`src/pkg/ccrpc_pkg.sv`:
```
/*
 * Shared constants for the chip clock, reset and pin control block.
 * Assumes a single 50 MHz core clock taken from the 24 MHz reference.
 */
package ccrpc_pkg;

    // ----------------------------------------------------------------
    // Clocking
    // ----------------------------------------------------------------
    localparam int CLK_MHZ = 50;
    localparam int REF_CLK_MHZ = 24;
    localparam int DMA_INT_DIV = 6;
    localparam logic [3:0] MCU_HALF_SEL0 = 4'h1;
    localparam logic [3:0] MCU_HALF_SEL1 = 4'h2;
    localparam logic [3:0] MCU_HALF_SEL2 = 4'h4;
    localparam logic [3:0] MCU_HALF_SEL3 = 4'h8;

    // ----------------------------------------------------------------
    // Timing, in ns and in clock cycles
    // ----------------------------------------------------------------
    localparam int RST_HOLD_NS = 200;
    localparam int RST_HOLD_CYC = (RST_HOLD_NS * CLK_MHZ + 999) / 1000;
    localparam int FLASH_ALE_NS = 40;
    localparam int FLASH_ALE_CYC = (FLASH_ALE_NS * CLK_MHZ + 999) / 1000;
    localparam int FLASH_STROBE_NS = 100;
    localparam int FLASH_STROBE_CYC = (FLASH_STROBE_NS * CLK_MHZ + 999) / 1000;

    // ----------------------------------------------------------------
    // Widths and reset values
    // ----------------------------------------------------------------
    localparam int PORT_W = 4;
    localparam int FADDR_W = 20;
    localparam int FDATA_W = 8;
    localparam int GPIO_W = 8;
    localparam int SYNC_W = 25;
    localparam logic [PORT_W-1:0] PORT_OFF = 4'hf;
    localparam logic [GPIO_W-1:0] GPIO_ALL_IN = 8'hff;
    // pg=0 reset=1 test=1 dmaclk=0 ovc=f gpio=0 fd=0 chain=1
    localparam logic [SYNC_W-1:0] SYNC_INIT = 25'h0de0001;

    typedef enum logic [3:0] {
        FL_IDLE = 4'b0001,
        FL_ALE = 4'b0010,
        FL_STROBE = 4'b0100,
        FL_DONE = 4'b1000
    } ccrpc_flash_e;

endpackage

```
`src/design/ccrpc_sync.sv`:
```
/*
 * Two-flop synchroniser for a bundle of pin inputs.
 * Assumes every bit is an independent level; no word coherence.
 */
`timescale 1ns/10ps
module ccrpc_sync #(
    parameter int WIDTH = 1,
    parameter logic [WIDTH-1:0] INIT = '0
) (
    input wire logic clk,
    input wire logic rstn,
    input wire logic [WIDTH-1:0] d,
    output logic [WIDTH-1:0] q
);
    logic [WIDTH-1:0] meta_q;

    // First stage feeds only the second stage
    always_ff @(posedge clk or negedge rstn) begin
        if (!rstn) begin
            meta_q <= INIT;
            q <= INIT;
        end else begin
            meta_q <= d;
            q <= meta_q;
        end
    end
endmodule // ccrpc_sync

```
`src/design/ccrpc_chip_control.sv`:
```
/*
 * Chip level clock, reset and pin control: clock out, DMA clock pick,
 * power-on reset, port power, flash strobes, GPIO direction, test chain.
 * Assumes clk is the core clock made from the 24 MHz reference and that
 * pin inputs are asynchronous; pads resolve the active-low enables.
 */
`timescale 1ns/10ps
module ccrpc_chip_control
    import ccrpc_pkg::*;
(
    input wire logic clk,
    input wire logic rstn,
    input wire logic powerGoodIn,
    input wire logic resetIn,
    input wire logic factoryTestN,
    input wire logic dmaAltClock,
    input wire logic dmaClkSelExt,
    input wire logic mcuStop,
    input wire logic [1:0] mcuDivSel,
    input wire logic [PORT_W-1:0] portPowerReq,
    input wire logic [PORT_W-1:0] portOvercurrentSenseN,
    input wire logic flashReq,
    input wire logic flashWrite,
    input wire logic [FADDR_W-1:0] flashReqAddr,
    input wire logic [FDATA_W-1:0] flashWrData,
    input wire logic [FDATA_W-1:0] flashDataIn,
    input wire logic [GPIO_W-1:0] gpioDir,
    input wire logic [GPIO_W-1:0] gpioOutVal,
    input wire logic [GPIO_W-1:0] gpioPinIn,
    input wire logic testChainIn,
    output logic coreRstN,
    output logic mcuClockOut,
    output logic mcuClockOeN,
    output logic dmaClkEn,
    output logic [PORT_W-1:0] portPowerOnN,
    output logic portPowerOeN,
    output logic [PORT_W-1:0] portOvercurrent,
    output logic overcurrentEvent,
    output logic [FADDR_W-1:0] flashAddr,
    output logic flashAddrOeN,
    output logic [FDATA_W-1:0] flashDataOut,
    output logic flashDataOeN,
    output logic flashReadN,
    output logic flashWriteN,
    output logic flashSelectN,
    output logic flashAddrLatch,
    output logic flashCtrlOeN,
    output logic flashBusy,
    output logic flashDone,
    output logic [FDATA_W-1:0] flashRdData,
    output logic [GPIO_W-1:0] gpioPinOut,
    output logic [GPIO_W-1:0] gpioPinOeN,
    output logic [GPIO_W-1:0] gpioInVal,
    output logic testChainOut,
    output logic testChainOeN,
    output logic debugMode
);

    // ----------------------------------------------------------------
    // Pin synchronisers
    // ----------------------------------------------------------------
    localparam logic [3:0] RST_LAST = 4'(RST_HOLD_CYC - 1);
    localparam logic [2:0] ALE_LAST = 3'(FLASH_ALE_CYC - 1);
    localparam logic [2:0] STB_LAST = 3'(FLASH_STROBE_CYC - 1);
    localparam logic [2:0] DMA_LAST = 3'(DMA_INT_DIV - 1);

    logic [SYNC_W-1:0] syncD;
    logic [SYNC_W-1:0] syncQ;
    wire pgS;
    wire rstInS;
    wire ftestS;
    wire dmaExtS;
    wire [PORT_W-1:0] ocNS;
    wire [GPIO_W-1:0] gpioS;
    wire [FDATA_W-1:0] fdS;
    wire testInS;

    assign syncD = {powerGoodIn, resetIn, factoryTestN, dmaAltClock, portOvercurrentSenseN,
                    gpioPinIn, flashDataIn, testChainIn};

    // Test input idles high, as the board is expected to hold it
    ccrpc_sync #(.WIDTH(SYNC_W), .INIT(SYNC_INIT)) uSync (
        .clk(clk),
        .rstn(rstn),
        .d(syncD),
        .q(syncQ)
    );

    assign {pgS, rstInS, ftestS, dmaExtS, ocNS, gpioS, fdS, testInS} = syncQ;

    // ----------------------------------------------------------------
    // Power-on reset
    // ----------------------------------------------------------------
    logic [3:0] rstCnt_q;
    wire porActive = !pgS || rstInS;
    wire run = coreRstN && pgS;

    // Release only after a held quiet spell, on a clock edge
    always_ff @(posedge clk or negedge rstn) begin
        if (!rstn) begin
            rstCnt_q <= 4'h0;
            coreRstN <= 1'b0;
        end else if (porActive) begin
            rstCnt_q <= 4'h0;
            coreRstN <= 1'b0;
        end else if (!coreRstN) begin
            rstCnt_q <= rstCnt_q + 4'h1;
            coreRstN <= (rstCnt_q == RST_LAST);
        end
    end

    // ----------------------------------------------------------------
    // Microcontroller clock output
    // ----------------------------------------------------------------
    function automatic logic [3:0] mcuHalfPeriod(input logic [1:0] sel);
        unique case (sel)
            2'h0: mcuHalfPeriod = MCU_HALF_SEL0;
            2'h1: mcuHalfPeriod = MCU_HALF_SEL1;
            2'h2: mcuHalfPeriod = MCU_HALF_SEL2;
            2'h3: mcuHalfPeriod = MCU_HALF_SEL3;
        endcase
    endfunction

    logic [3:0] mcuDivCnt_q;
    // Greater-or-equal so a faster selection never strands the counter
    wire mcuDivLast = mcuDivCnt_q >= (mcuHalfPeriod(mcuDivSel) - 4'h1);

    always_ff @(posedge clk or negedge rstn) begin
        if (!rstn) begin
            mcuDivCnt_q <= 4'h0;
            mcuClockOut <= 1'b0;
            mcuClockOeN <= 1'b1;
        end else begin
            mcuClockOeN <= !pgS;
            if (!run) begin
                mcuDivCnt_q <= 4'h0;
                mcuClockOut <= 1'b0;
            end else if (!mcuStop) begin
                mcuDivCnt_q <= mcuDivLast ? 4'h0 : mcuDivCnt_q + 4'h1;
                mcuClockOut <= mcuDivLast ? !mcuClockOut : mcuClockOut;
            end
        end
    end

    // ----------------------------------------------------------------
    // DMA clock enable
    // ----------------------------------------------------------------
    logic [2:0] dmaIntCnt_q;
    logic dmaExtPrev_q;
    wire dmaIntTick = (dmaIntCnt_q == DMA_LAST);
    wire dmaExtRise = dmaExtS && !dmaExtPrev_q;

    always_ff @(posedge clk or negedge rstn) begin
        if (!rstn) begin
            dmaIntCnt_q <= 3'h0;
            dmaExtPrev_q <= 1'b0;
            dmaClkEn <= 1'b0;
        end else begin
            dmaIntCnt_q <= dmaIntTick ? 3'h0 : dmaIntCnt_q + 3'h1;
            dmaExtPrev_q <= dmaExtS;
            dmaClkEn <= run && (dmaClkSelExt ? dmaExtRise : dmaIntTick);
        end
    end

    // ----------------------------------------------------------------
    // Port power and over-current
    // ----------------------------------------------------------------
    wire [PORT_W-1:0] ocNew = ~ocNS & ~portOvercurrent;

    always_ff @(posedge clk or negedge rstn) begin
        if (!rstn) begin
            portPowerOnN <= PORT_OFF;
            portPowerOeN <= 1'b1;
            portOvercurrent <= '0;
            overcurrentEvent <= 1'b0;
        end else begin
            portPowerOnN <= run ? ~portPowerReq : PORT_OFF;
            portPowerOeN <= !pgS;
            portOvercurrent <= ~ocNS;
            overcurrentEvent <= run && (|ocNew);
        end
    end

    // ----------------------------------------------------------------
    // GPIO
    // ----------------------------------------------------------------
    always_ff @(posedge clk or negedge rstn) begin
        if (!rstn) begin
            gpioPinOut <= '0;
            gpioPinOeN <= GPIO_ALL_IN;
            gpioInVal <= '0;
        end else begin
            gpioPinOut <= run ? gpioOutVal : '0;
            gpioPinOeN <= run ? ~gpioDir : GPIO_ALL_IN;
            gpioInVal <= gpioS;
        end
    end

    // ----------------------------------------------------------------
    // Test chain and debugger mode
    // ----------------------------------------------------------------
    // Chain pin is released while the test input is low, so it can be read
    always_ff @(posedge clk or negedge rstn) begin
        if (!rstn) begin
            testChainOut <= 1'b0;
            testChainOeN <= 1'b0;
            debugMode <= 1'b0;
        end else begin
            testChainOut <= ~^syncQ[SYNC_W-1:1];
            testChainOeN <= !ftestS;
            debugMode <= !ftestS && !testInS;
        end
    end

    // ----------------------------------------------------------------
    // Flash access engine
    // ----------------------------------------------------------------
    ccrpc_flash_e state_q;
    ccrpc_flash_e stateD;
    logic [2:0] flCnt_q;
    logic [2:0] flCntD;
    logic opWrite_q;

    always_comb begin
        stateD = state_q;
        flCntD = flCnt_q;
        unique case (state_q)
            FL_IDLE: begin
                if (flashReq && !debugMode) begin
                    stateD = FL_ALE;
                    flCntD = 3'h0;
                end
            end
            FL_ALE: begin
                flCntD = flCnt_q + 3'h1;
                if (flCnt_q == ALE_LAST) begin
                    stateD = FL_STROBE;
                    flCntD = 3'h0;
                end
            end
            FL_STROBE: begin
                flCntD = flCnt_q + 3'h1;
                if (flCnt_q == STB_LAST) begin
                    stateD = FL_DONE;
                end
            end
            FL_DONE: begin
                stateD = FL_IDLE;
            end
        endcase
    end

    wire wrD = (state_q == FL_IDLE) ? flashWrite : opWrite_q;
    wire inStrobeD = (stateD == FL_STROBE);
    wire inAccessD = (stateD == FL_ALE) || inStrobeD;
    wire flPinsOff = !pgS || debugMode;

    always_ff @(posedge clk or negedge rstn) begin
        if (!rstn) begin
            state_q <= FL_IDLE;
            flCnt_q <= 3'h0;
            opWrite_q <= 1'b0;
            flashAddr <= '0;
            flashDataOut <= '0;
        end else if (!run) begin
            state_q <= FL_IDLE;
            flCnt_q <= 3'h0;
        end else begin
            state_q <= stateD;
            flCnt_q <= flCntD;
            if (state_q == FL_IDLE && stateD == FL_ALE) begin
                opWrite_q <= flashWrite;
                flashAddr <= flashReqAddr;
                flashDataOut <= flashWrData;
            end
        end
    end

    always_ff @(posedge clk or negedge rstn) begin
        if (!rstn) begin
            flashAddrOeN <= 1'b1;
            flashCtrlOeN <= 1'b1;
            flashDataOeN <= 1'b1;
            flashReadN <= 1'b1;
            flashWriteN <= 1'b1;
            flashSelectN <= 1'b1;
            flashAddrLatch <= 1'b0;
            flashBusy <= 1'b0;
            flashDone <= 1'b0;
            flashRdData <= '0;
        end else begin
            flashAddrOeN <= flPinsOff;
            flashCtrlOeN <= flPinsOff;
            flashDataOeN <= flPinsOff || !(run && inStrobeD && wrD);
            flashReadN <= !(run && inStrobeD && !wrD);
            flashWriteN <= !(run && inStrobeD && wrD);
            flashSelectN <= !(run && inAccessD);
            flashAddrLatch <= run && (stateD == FL_ALE);
            flashBusy <= run && (stateD != FL_IDLE);
            flashDone <= run && (stateD == FL_DONE);
            if (run && stateD == FL_DONE && !opWrite_q) begin
                flashRdData <= fdS;
            end
        end
    end
endmodule // ccrpc_chip_control

```
`config.mk`:
```
export PLATFORM = sky130hd
export DESIGN_NAME = ccrpc_chip_control
export DESIGN_NICKNAME = d
export VERILOG_FILES = /design/src/pkg/ccrpc_pkg.sv /design/src/design/ccrpc_sync.sv /design/src/design/ccrpc_chip_control.sv
export SDC_FILE = /design/constraint.sdc
export NUM_CORES = 1
export LEC_CHECK = 0
export ABC_AREA = 1
export BUFFER_PORTS_ARGS = -buffer_cell sky130_fd_sc_hd__buf_2
export CORE_ASPECT_RATIO = 0.8
export CORE_UTILIZATION = 29
export CTS_CLUSTER_DIAMETER = 100
export DETAILED_ROUTE_END_ITERATION = 7
export SYNTH_ARGS = -nofsm -noshare
export SYNTH_HDL_FRONTEND = slang
export SYNTH_SLANG_ARGS = --single-unit
```
`constraint.sdc`:
```
create_clock -name clk -period 1.9 [get_ports clk]
set_clock_uncertainty 0.1 [all_clocks]
set_input_delay 0.19 -clock clk [delete_from_list [all_inputs] [get_ports clk]]
set_output_delay 0.19 -clock clk [all_outputs]
set_load 0.01 [all_outputs]
```
==> reports/results.ini <==
[detailed_routing]
wl_met1_um=6058
routed_wirelength_um=13300
drc=0
met2_length_um=6347
viasPerCell=4.015
vias=4272
first_iter_violations=190
wl_per_cell_um=12.50
first_pass_iters=4
highest_layer=met4
met3WireLength_um=716
ant_nets=0

[clock_network]
clkSinkCount=154
clk_latency_ns=0.42
post-cts-setup-buffers=0
htreeDepth=4
cts_buffer_depth=2
tritoncts=done
cts-buffers-inserted=17
cts_root_buf=clkbuf_16
path_clk_slew_ns=0.07

[synth]
ys_seq_elements=154
synth_top_area_share_pct=50.98
synth.distinct_cells=35
yosys_warnings=0
synth_most_common_cell=nand2_1
yosysTopAreaCell=dfrtp_1
synth_xor_area_share_pct=1.327
syn_area_per_cell_um2=11.29
yosys.area_share.simple_pct=15.23
synthCells=526
async_reset_ff_share_pct=100.0
synthTopCellsByCount=nand2_1, dfrtp_1, inv_1
ys.flop_type=dfrtp_1
synth_top_family_by_area=simple AND/OR/NAND/NOR gates
synth_compound_area_share_pct=3.076
muxShareOfSynthArea_pct=7.078
synthAdderAreaFrac_pct=2.317
synth.area.top_cells=dfrtp_1, dfstp_2, nand2_1
synth_edf_count=0
synth_nets=618
syn_area_um2=5939
yosysSeqAreaShare_pct=65.58

[floorplan]
die_x_um=162.0
dieArea_um2=21060
coreArea_um2=19970
die_y_um=130
start_util_pct=29.74
io_pins=167
core.rowCount=46

[setup_path]
startpoint_type=register
cp-end-kind=register
required_ns=2.09
arrival_ns=1.97
path_class=reg -> reg
cp_max_fo=28

[placed_design]
io_buffers=166
gp_congestion=0.8118
dp_hpwl_um=9013
dp_cells=955

[finish]
instances_no_fill=1064
antenna_cells=0
post-route-util_pct=42.83
nets=879
drive_above_1_share_pct=35.75
num-fill-cells=1849
area_growth_syn_to_layout_pct=44.03

[timing]
fin_crit_ns=1.775
fmax_ghz=0.5633
worst_hold_slack_ns=0.1800
slew_viol_final=0
fin_crit_sh_pct=93.44
tns_ns=0
rsz0062_at_grt=no
finalHoldViolations=0
setup_viol=0

[pwr]
pwr-share-clk_pct=47.9
power_density_nw_per_um2=885.7
power_frac_seq_pct=45.1
p_comb_share_pct=7.0
p_sw_w=0.001681
ir_drop_mv=0.5706
leakage_nw=4.508
power_w=0.007577
swShare_pct=22.19
internal-power_w=0.005896

[grt]
antenna_found_initial=0
grt_pass1_wl_um=20810
grt.total_usage_pct=12.99
grt_pass1_vias=4246
grt_max_degree=54
overflow=0

[min_path]
hold_class=in -> async

[outcome]
outcome=complete, no violations

[flow_run]
max-cap-violations=0

## flip-flops by register name, summed over array words and instances, names as in the netlist, 3 cells and up
name,count
mcuDivCnt_q,4
uSync.meta_q,25
flashRdData,8
portOvercurrent,4
gpioPinOeN,8
rstCnt_q,4
flashAddr,20
state_q,4
flCnt_q,3
portPowerOnN,4
dmaIntCnt_q,3
flashDataOut,8
uSync.q,25
gpioInVal,8
gpioPinOut,8
## layer usage
| layer | vias up | global-route usage, % |
|---|---|---|
| li1 | 2154 | - |
| met5 | - | 0 |
| met1 | 1988 | 16.53 |
| met4 | 0 | 5.105 |
| met2 | 116 | 20.55 |
| met3 | 14 | 4.291 |
## cells in the final DEF (no fill, tap or decap), drive strengths merged, types with 5 or more instances in the layout
master | synthesis | final
a21oi | 8 | 8
buf | 7 | 174
clkbuf | 2 | 20
dfrtp | 121 | 121
dfstp | 33 | 33
dlygate4sd3 | 0 | 77
ha | 11 | 11
inv | 64 | 68
mux2 | 28 | 28
nand2 | 139 | 139
nand3 | 19 | 19
nand4 | 5 | 5
nor2 | 51 | 51
o21ai | 17 | 17
xor2 | 5 | 5
## through the flow
stage	instance area, µm²	worst slack [ns]
final	8554	0.1247
after CTS	8534	0.1145
after global routing	8554	0.001572
after global placement	7132	0.1759
after detailed placement	7132	0.1304
after floorplan	5939	0.2384
## power groups by stage
stage	clock network [W]	logic (W)	registers [W]
floorplan	0	0.000163	0.00348
global placement	0	0.000402	0.00348
detailed placement	0	0.000408	0.00348
CTS	0.00374	0.000533	0.00342
global route	0.00388	0.000601	0.00343
finish	0.00363	0.000530	0.00342
## worst paths after layout
| kind | start | to | slack [ns] | cells past startpoint |
|---|---|---|---|---|
| min in group clk | uSync.meta_q[3]$_DFF_PN0_ | uSync.q[3]$_DFF_PN0_ | 0.24 | 0 |
| max in group asynchronous | rstn | flashDataOeN$_DFF_PN1_ | 0.82 | 3 |
| max reg2reg | state_q[0]$_DFF_PN1_ | flashAddr[11]$_DFFE_PN0P_ | 0.12 | 7 |
| max | state_q[0]$_DFF_PN1_ | flashAddr[11]$_DFFE_PN0P_ | 0.12 | 7 |
| min reg2reg | uSync.meta_q[3]$_DFF_PN0_ | uSync.q[3]$_DFF_PN0_ | 0.24 | 0 |
| min | rstn | flashDataOut[4]$_DFFE_PN0P_ | 0.18 | 2 |
## critical path, stage by stage, from the launching register on
cell and delay (ns):
dfstp_2 0.54, inv_1 0.07, nor2_1 0.08, nand2_1 0.08
nor2_2 0.12, nand2_2 0.12, buf_12 0.20, mux2_4 0.31
## cell families (layout without fill, tap and decap cells)
kind of cell / Yosys count / count (layout)
simple gates: 219 / 219
flops: 154 / 154
buf+inv: 74 / 348
compound gates: 30 / 30
mux: 28 / 28
fa+ha+maj: 11 / 11
xor+xnor: 9 / 9
other cells: 1 / 1
## final cells by class
class | instances | area [µm²] | area share (%)
sequential | 154 | 3895 | 45.53
clock inverter | 12 | 185.2 | 2.165
timing repair buffer | 251 | 1705 | 19.94
inverter | 65 | 244.0 | 2.852
multi-input combinational | 298 | 1748 | 20.43
tap | 264 | 330.3 | 3.861
clock buffer | 20 | 446.7 | 5.222
## what timing repair did
action,4_1_cts,5_1_grt
hold buffers,77,0
setup endpoints to repair,0,1
gates resized for setup,0,4
endpoints found under the hold margin,121,0
Power figures use the tool's default switching activity.
